===== src/rtl/link_debug_params.svh =====
// Offsets, field positions, reset values and codes of the link training debug bus.
`ifndef LINK_DEBUG_PARAMS_SVH
`define LINK_DEBUG_PARAMS_SVH

// Observation bus layout.
`define OBS_WIDTH 48
`define LANE_COUNT 8

// Training state codes of interest.
`define LTSSM_DETECT_QUIET 5'h00
`define LTSSM_UNUSED_CODE 5'h05
`define LTSSM_L0 5'h0f
`define LTSSM_LAST_CODE 5'h19

// Highest legal transmit low-power sub-state code.
`define TX_SUB_LAST_CODE 3'h4

// Wishbone register byte offsets.
`define REG_STATUS 8'h00
`define REG_MASK 8'h04
`define REG_TARGET 8'h08
`define REG_OBS_LO 8'h0c
`define REG_OBS_HI 8'h10
`define REG_LANE_INIT 8'h14

// Event bit positions in the status and mask registers.
`define EV_STATE_CHANGE 0
`define EV_TIMEOUT 1
`define EV_PLP_SENT 2
`define EV_TARGET_HIT 3
`define EV_COUNT 4

// Reset values.
`define STATUS_RESET 4'h0
`define MASK_RESET 4'h0
`define TARGET_RESET 5'h0f

`endif


===== src/rtl/link_debug_pkg.sv =====
// Types shared by the link training debug bus design.
package link_debug_pkg;

  // Training state codes; code 5'h05 is never presented.
  typedef enum logic [4:0] {
    ST_DETECT_QUIET = 5'b00000, ST_DETECT_ACTIVE = 5'b00001, ST_POLL_ACTIVE = 5'b00010,
    ST_POLL_COMPLIANCE = 5'b00011, ST_POLL_CONFIG = 5'b00100, ST_CFG_WIDTH_START = 5'b00110,
    ST_CFG_WIDTH_ACCEPT = 5'b00111, ST_CFG_LANE_ACCEPT = 5'b01000,
    ST_CFG_LANE_WAIT = 5'b01001, ST_CFG_COMPLETE = 5'b01010, ST_CFG_IDLE = 5'b01011,
    ST_REC_LOCK = 5'b01100, ST_REC_CONFIG = 5'b01101, ST_REC_IDLE = 5'b01110,
    ST_L0 = 5'b01111, ST_DISABLE = 5'b10000, ST_LOOP_ENTRY = 5'b10001,
    ST_LOOP_ACTIVE = 5'b10010, ST_LOOP_EXIT = 5'b10011, ST_HOT_RESET = 5'b10100,
    ST_L0S = 5'b10101, ST_L1_ENTRY = 5'b10110, ST_L1_IDLE = 5'b10111,
    ST_L2_IDLE = 5'b11000, ST_L2_TX_WAKE = 5'b11001
  } ltssm_state_t;

  typedef enum logic [1:0] {
    RX_INACTIVE = 2'b00, RX_IDLE = 2'b01, RX_FTS = 2'b10, RX_TO_RECOVERY = 2'b11
  } rx_low_power_substate_t;

  typedef enum logic [2:0] {
    TX_INACTIVE = 3'b000, TX_ENTRY = 3'b001, TX_IDLE = 3'b010, TX_FTS = 3'b011,
    TX_TO_L0 = 3'b100
  } tx_low_power_substate_t;

  typedef enum logic [2:0] {
    PLP_ELEC_IDLE = 3'b000, PLP_RX_DETECT = 3'b001, PLP_TS1 = 3'b010, PLP_TS2 = 3'b011,
    PLP_IDLE_DATA = 3'b100, PLP_FTS = 3'b101, PLP_IDL = 3'b110, PLP_COMPLIANCE = 3'b111
  } plp_type_t;

  // Lower 32 observation bits, most significant field first.
  typedef struct packed {
    logic [7:0] pad_force;
    logic [7:0] rx_detect;
    plp_type_t plp_type;
    logic plp_sent;
    logic tx_exit_done;
    logic timeout;
    tx_low_power_substate_t tx_low_power_substate;
    rx_low_power_substate_t rx_low_power_substate;
    ltssm_state_t state;
  } obs_core_t;

  // Classic Wishbone request from the master.
  typedef struct packed {
    logic cyc;
    logic stb;
    logic we;
    logic [7:0] adr;
    logic [3:0] sel;
    logic [31:0] dat;
  } wb_req_t;

  // State of the debug bus top, apart from the training-set flags.
  typedef struct packed {
    obs_core_t obs;
    logic sent_prev;
    logic [3:0] status;
    logic [3:0] mask;
    logic [4:0] target;
    logic [7:0] lane_init;
    logic ack;
    logic [31:0] rdat;
  } debug_state_t;

endpackage


===== src/rtl/lane_flag_bank.sv =====
// Per-lane sticky flags with a common clear, set winning over clear.
`timescale 1ns/1ps
module lane_flag_bank import link_debug_pkg::*; (
  input wire logic clk_in,
  input wire logic sys_rst_in,
  input wire logic [7:0] set_in,
  input wire logic clear_all_in,
  output logic [7:0] flags_out
);

  logic [7:0] flags_q;
  logic [7:0] flags_d;

  // Each lane keeps its flag until a clear, and an arrival in the clearing
  // cycle survives so a set-up sequence seen on entry is not lost.
  for (genvar i = 0; i < 8; i++) begin : g_lane
    always_comb begin
      if (set_in[i]) begin
        flags_d[i] = 1'b1;
      end else if (clear_all_in) begin
        flags_d[i] = 1'b0;
      end else begin
        flags_d[i] = flags_q[i];
      end
    end
  end

  // Flag register.
  always_ff @(posedge clk_in) begin
    if (sys_rst_in) begin
      flags_q <= 8'h00;
    end else begin
      flags_q <= flags_d;
    end
  end

  assign flags_out = flags_q;

endmodule


===== src/rtl/link_training_debug_bus.sv =====
// Debug observation bus, bits 47:0, of the link training logic with a Wishbone view.
// Functional notes
// - Bits 4:0 show legal training state code.
// - Bits 6:5 show receive low-power sub-state.
// - Bits 9:7 show transmit low-power sub-state.
// - Bit 10 flags current state timeout reached.
// - Bit 11 flags transmit exit condition complete.
// - Bit 12 pulses one cycle per sent packet.
// - Bits 15:13 carry requested physical packet type.
// - Bits 23:16 carry per-lane receiver detect result.
// - Bits 31:24 show per-lane forced pad transmission.
// - Pad-forced lanes are excluded from initialization.
// - Bits 39:32 first training set seen, cleared.
// - Bits 47:40 second training set seen, cleared.
//
// The Wishbone register port and the address map are this design's own decisions.
`timescale 1ns/1ps
`include "link_debug_params.svh"
module link_training_debug_bus import link_debug_pkg::*; (
  input wire logic clk_in,
  input wire logic sys_rst_in,
  input wire logic [4:0] ltssm_state_in,
  input wire logic [1:0] rx_low_power_substate_in,
  input wire logic [2:0] tx_low_power_substate_in,
  input wire logic timeout_in,
  input wire logic tx_exit_done_in,
  input wire logic plp_sent_in,
  input wire logic [2:0] plp_type_in,
  input wire logic [7:0] rx_detect_in,
  input wire logic [7:0] pad_force_in,
  input wire logic [7:0] lane_first_training_set_seen_in,
  input wire logic [7:0] lane_second_training_set_seen_in,
  input wire wb_req_t wb_in,
  output logic wb_ack_out,
  output logic [31:0] wb_dat_out,
  output logic [47:0] test_bus_out,
  output logic [7:0] lane_init_enable_out,
  output logic irq_out
);

  debug_state_t s_q;
  debug_state_t s_d;
  logic [7:0] ts1_flags;
  logic [7:0] ts2_flags;
  logic state_valid;
  logic state_change;
  logic tx_sub_valid;
  logic req;
  logic wr_now;
  logic [3:0] events;
  logic [3:0] w1c;

  // Returns true for a code that names a real training state.
  function automatic logic legal_state(input logic [4:0] code);
    legal_state = (code <= `LTSSM_LAST_CODE) && (code != `LTSSM_UNUSED_CODE);
  endfunction

  // Address match helper, used for every register decode.
  function automatic logic hit(input logic [7:0] adr, input logic [7:0] off);
    hit = (adr == off);
  endfunction

  // A bad code from the source is not passed on: the last legal one stands,
  // so a glitching source never shows the unused code on the bus.
  assign state_valid = legal_state(ltssm_state_in);
  assign state_change = state_valid && (ltssm_state_in != s_q.obs.state);
  assign tx_sub_valid = (tx_low_power_substate_in <= `TX_SUB_LAST_CODE);

  // Bus request seen and the write edge is the one where ack is high.
  assign req = wb_in.cyc && wb_in.stb;
  assign wr_now = req && wb_in.we && s_q.ack;

  // Events that set the sticky status bits.
  always_comb begin
    events = 4'h0;
    events[`EV_STATE_CHANGE] = state_change;
    events[`EV_TIMEOUT] = timeout_in && !s_q.obs.timeout;
    events[`EV_PLP_SENT] = plp_sent_in && !s_q.sent_prev;
    events[`EV_TARGET_HIT] = state_change && (ltssm_state_in == s_q.target);
  end

  // Write-one-to-clear mask, only on the low byte lane.
  always_comb begin
    w1c = 4'h0;
    if (wr_now && wb_in.sel[0] && hit(wb_in.adr, `REG_STATUS)) begin
      w1c = wb_in.dat[3:0];
    end
  end

  // Training-set seen flags, cleared whenever a new state is entered.
  lane_flag_bank u_ts1_flags (
    .clk_in(clk_in),
    .sys_rst_in(sys_rst_in),
    .set_in(lane_first_training_set_seen_in),
    .clear_all_in(state_change),
    .flags_out(ts1_flags)
  );

  lane_flag_bank u_ts2_flags (
    .clk_in(clk_in),
    .sys_rst_in(sys_rst_in),
    .set_in(lane_second_training_set_seen_in),
    .clear_all_in(state_change),
    .flags_out(ts2_flags)
  );

  // Next-state logic for the block, apart from the training-set flags.
  always_comb begin
    s_d = s_q;

    // Observation fields are sampled every cycle, except illegal state and tx sub-state codes, which are held.
    if (state_valid) begin
      s_d.obs.state = ltssm_state_t'(ltssm_state_in);
    end
    s_d.obs.rx_low_power_substate = rx_low_power_substate_t'(rx_low_power_substate_in);
    if (tx_sub_valid) begin
      s_d.obs.tx_low_power_substate = tx_low_power_substate_t'(tx_low_power_substate_in);
    end
    s_d.obs.timeout = timeout_in;
    s_d.obs.tx_exit_done = tx_exit_done_in;
    // A held sent input still pulses only once, on its rising edge.
    s_d.obs.plp_sent = plp_sent_in && !s_q.sent_prev;
    s_d.sent_prev = plp_sent_in;
    s_d.obs.plp_type = plp_type_t'(plp_type_in);
    s_d.obs.rx_detect = rx_detect_in;
    s_d.obs.pad_force = pad_force_in;

    // A lane forced to pad stays out of initialization.
    s_d.lane_init = ~pad_force_in;

    // Sticky status: a new event wins over a clear in the same cycle.
    s_d.status = (s_q.status & ~w1c) | events;

    // Register writes land on the edge where ack is seen high.
    if (wr_now && wb_in.sel[0]) begin
      if (hit(wb_in.adr, `REG_MASK)) begin
        s_d.mask = wb_in.dat[3:0];
      end else if (hit(wb_in.adr, `REG_TARGET)) begin
        s_d.target = wb_in.dat[4:0];
      end
    end

    // One-cycle ack; it drops in the cycle after it was given.
    s_d.ack = req && !s_q.ack;

    // Read data is registered together with the ack.
    s_d.rdat = 32'h0000_0000;
    if (req && !s_q.ack && !wb_in.we) begin
      if (hit(wb_in.adr, `REG_STATUS)) begin
        s_d.rdat = {28'h000_0000, s_q.status};
      end else if (hit(wb_in.adr, `REG_MASK)) begin
        s_d.rdat = {28'h000_0000, s_q.mask};
      end else if (hit(wb_in.adr, `REG_TARGET)) begin
        s_d.rdat = {27'h000_0000, s_q.target};
      end else if (hit(wb_in.adr, `REG_OBS_LO)) begin
        s_d.rdat = s_q.obs;
      end else if (hit(wb_in.adr, `REG_OBS_HI)) begin
        s_d.rdat = {16'h0000, ts2_flags, ts1_flags};
      end else if (hit(wb_in.adr, `REG_LANE_INIT)) begin
        s_d.rdat = {24'h00_0000, s_q.lane_init};
      end else begin
        s_d.rdat = 32'h0000_0000;
      end
    end
  end

  // State register; the reset shows detect-quiet and all flags clear.
  always_ff @(posedge clk_in) begin
    if (sys_rst_in) begin
      s_q <= '0;
      s_q.status <= `STATUS_RESET;
      s_q.mask <= `MASK_RESET;
      s_q.target <= `TARGET_RESET;
      s_q.lane_init <= 8'hff;
    end else begin
      s_q <= s_d;
    end
  end

  // Outputs straight from flip-flops; only lane_init_enable_out feeds back to the link.
  assign test_bus_out = {ts2_flags, ts1_flags, s_q.obs};
  assign lane_init_enable_out = s_q.lane_init;
  assign wb_ack_out = s_q.ack;
  assign wb_dat_out = s_q.rdat;

  // Level interrupt while any unmasked status bit stands.
  assign irq_out = |(s_q.status & s_q.mask);

endmodule


===== config.mk =====
export PLATFORM = sky130hd
export DESIGN_NAME = link_training_debug_bus
export DESIGN_NICKNAME = d
export VERILOG_FILES = /design/src/rtl/link_debug_pkg.sv /design/src/rtl/lane_flag_bank.sv /design/src/rtl/link_training_debug_bus.sv
export VERILOG_INCLUDE_DIRS = /design/src /design/src/rtl
export SDC_FILE = /design/constraint.sdc
export NUM_CORES = 1
export LEC_CHECK = 0
export ABC_AREA = 1
export CORE_ASPECT_RATIO = 0.6
export CORE_UTILIZATION = 24
export CTS_BUF_LIST = sky130_fd_sc_hd__clkbuf_16
export CTS_CLUSTER_SIZE = 16
export DETAILED_ROUTE_END_ITERATION = 8
export DONT_BUFFER_PORTS = 1
export GPL_TIMING_DRIVEN = 0
export SYNTH_ARGS = -nofsm -noshare
export SYNTH_HDL_FRONTEND = slang
export SYNTH_SLANG_ARGS = --single-unit

===== constraint.sdc =====
create_clock -name clk_in -period 1.53 [get_ports clk_in]
set_input_delay 0.153 -clock clk_in [delete_from_list [all_inputs] [get_ports clk_in]]
set_output_delay 0.153 -clock clk_in [all_outputs]
set_load 0.05 [all_outputs]

==> metrics.md <==
| Metric | Value |
|---|---|
| Worst VDD drop | `501 uV` |
| Final Cell Area | `5410 um^2` |
| Clock Power Share | `37.0%` |
| Area Growth Syn to Fin | `26.4%` |
| NumNets Final | `roughly 700` |
| GRT Total Usage | `13.8%` |
| Worst Hold Margin | `0.0149 ns` |
| # clock sinks | `103` |
| Gpl congestion | `0.825` |
| CP max FO | `10` |
| Hold crit path type | `in -> reg` |
| Power density over the cells | `1070 nW/um^2` |
| DRC viols | `0` |
| Slew margin rel. | `48.0%` |
| Final Util | `31.3%` |
| Worst Tran Pin Value | `0.780 ns` |
| Synth warn | `0` |
| CTS tree | `done` |
| Initial antenna violation count | `0` |
| Iteration-0 DRC Markers | `220` |
| Core area | `17,300 um^2` |
| Sequential share of power | `between 50% and 60%` |
| RSZ-0062 raised after global routing | `true` |
| Post-route setup slack | `0.0679 ns` |
| Placed cell count | `784` |
| TNS Setup | `0 ns` |
| # fillers | `1,845` |
| R2r setup slk | `0.07 ns` |
| Int Pwr | `4.12 mW` |
| Fin Clk Skew | `0.00814 ns` |
| WHS Path Cells | `2` |
| Largest net degree at the start of global routing | `18` |
| DR vias/cell | `4.01` |
| Final hold viol count | `0` |
| Row Count | `37` |
| Combinational Power Share | `11.8%` |
| Worst R2R Path Depth | `7` |
| Fmax | `684 MHz` |
| Sequential share of the synthesized area | `roughly 48%` |
| Synthesized flop and latch total | `a little over 100` |
| Post-layout min period | `1.46 ns` |
| Root Driver | `clkbuf_16` |
| Chip width | `~170 um` |
| Cell count after synthesis | `550` |
| Grt total ovfl | `0` |
| Power, Total | `5.78 mW` |
| Worst-skew pair later-pin latency | `0.34 ns` |
| Fin cells | `853` |
| Syn Nets | `647` |
| WL per Instance | `14.8 um` |
| Vias | `~3,400` |
| Sw Ratio | `28.6%` |
| Initial Util | `24.8%` |
| Detailed Place HPWL | `9.61 mm` |
| Drt pass-1 iters | `5` |
| Pre-CTS WS | `-0.209 ns` |
| WL final | `12.7 mm` |
| PortBufs | `0` |
| Longest Clk Path Bufs | `2` |
| Vias in the first global route | `3,336` |
| Status | `finished clean` |
| Clock transition at path regs | `0.07 ns` |
| Cts bufs inserted | `9` |
| Worst setup EP type | `flop` |
| Boundary pin count | `approximately 190` |
| Lkg Pwr | `approximately 2.5 nW` |
| Syn avg cell area | `about 7.8 um^2` |
| Final period util | `95.6%` |
| Diodes inserted | `0` |
| Die ar. | `18,400 um^2` |
| Worst path arrival time | `1.73 ns` |
| Finish-stage setup viols | `0` |
| Number of library cell types mapped by synthesis | `29` |
| WP data required | `1.80 ns` |
| Max-cap violations | `0` |
| Netlist Area Pre-Place | `4280 um^2` |
| DP Area | `4570 um^2` |
| Slew Limit Fails | `0` |
| Fraction of layout cells with a size suffix above 1 | `18.9%` |
| H-tree depth | `3` |
| First-pass GRT wire length | `18.9 mm` |
| Type of origin of the critical path | `flop` |
| Worst Setup Path Type | `reg -> reg` |
| P_sw | `approximately 1.7 mW` |
| Routed Antenna Nets | `0` |
| Die height | `105 um` |
layout make-up:
type / instances / area, um^2 / area share [%]
timing repair buffer: 54 / 536 / 9.90
clock inverter: 7 / 50.0 / 0.925
multi-input combinational: 279 / 1320 / 24.5
clock buffer: 9 / 225 / 4.16
inverter: 83 / 312 / 5.76
tap: 234 / 293 / 5.41
buffer: 84 / 601 / 11.1
sequential: 103 / 2070 / 38.2
cells in the mapped netlist (all sizes together):
cell / count / share of area [%]
dfxtp: 103 / 48
nand2: 91 / 8.2
inv: 82 / 7.2
buf: 81 / 14
nor2: 75 / 7.0
a21oi: 41 / 4.8
o21ai: 26 / 3.1
nand3: 22 / 2.6
xnor2: 6 / 1.2
clkbuf: 4 / 0.35
nand4: 4 / 0.73
xor2: 4 / 0.82
nor3: 3 / 0.47
o211ai: 2 / 0.35
or2: 2 / 0.29
clkinv: 1 / 0.088
nor4: 1 / 0.50
o21a: 1 / 0.18
o22ai: 1 / 0.15
final timing paths:
check	startpoint	to
min reg2reg	test_bus_out[22]	wb_dat_out[22]
min	ltssm_state_in[0]	test_bus_out[0]
max reg2reg	wb_ack_out	wb_dat_out[12]
max	wb_ack_out	wb_dat_out[12]
repair_timing:
item,in CTS,in global routing
endpoints found under the setup margin,40,25
resized for setup,6,5
pin swaps,1,0
setup buffers,2,0
hold buffers,52,0
endpoints found under the hold margin,62,0
state kept, by name (all words and copies together) (netlist names):
name	cells
lane_init_enable_out	8
test_bus_out	32
wb_dat_out	32
wb_ack_out	1
s_q	14
u_ts2_flags.flags_out	8
u_ts1_flags.flags_out	8
worst max-delay path: stages, from the launching register on:
cell and delay, ns:
dfxtp_4 0.41, nor4_4 0.28, buf_4 0.19, nand2_4 0.06, nor2_4 0.10, buf_6 0.16
o21ai_1 0.07, nor2_1 0.13
layout by cell type, fill, tap and decap left out, types with 6 or more instances in the layout:
cell and n:
o21ai_0 12, dfxtp_1 100, nand2_1 87, xnor2_1 6
a21oi_1 41, buf_4 75, o21ai_1 13, clkbuf_16 9
nor2_1 69, nand3_1 22, inv_1 78, dlygate4sd3_1 52
power by group through the flow:
stage	combinational, mW	clock (mW)	sequential (mW)
floorplan	0.487	0	2.99
global placement	0.561	0	3.02
detailed placement	0.567	0	3.02
CTS	0.685	2.24	2.96
global route	0.734	2.34	2.97
finish	0.680	2.14	2.96
routing by layer:
layer,wire [um],vias to the layer above,GRT usage (%),part of all wire [%]
met5,0,-,0,0
met4,34,0,1.88,0.27
met3,1250,5,4.15,9.9
met2,4990,141,19.7,39
met1,6380,1527,20.6,50
li1,-,1744,-,-
cells by family after synthesis:
logic type | Yosys count | synth area share (%)
XOR/XNOR | 10 | 2.05
AND/OR/NAND/NOR | 198 | 19.8
AO/OA/AOI/OAI | 71 | 8.60
buffers and inverters | 168 | 21.4
flip-flops | 103 | 48.2
No activity file was read; power rests on OpenSTA's default activity.
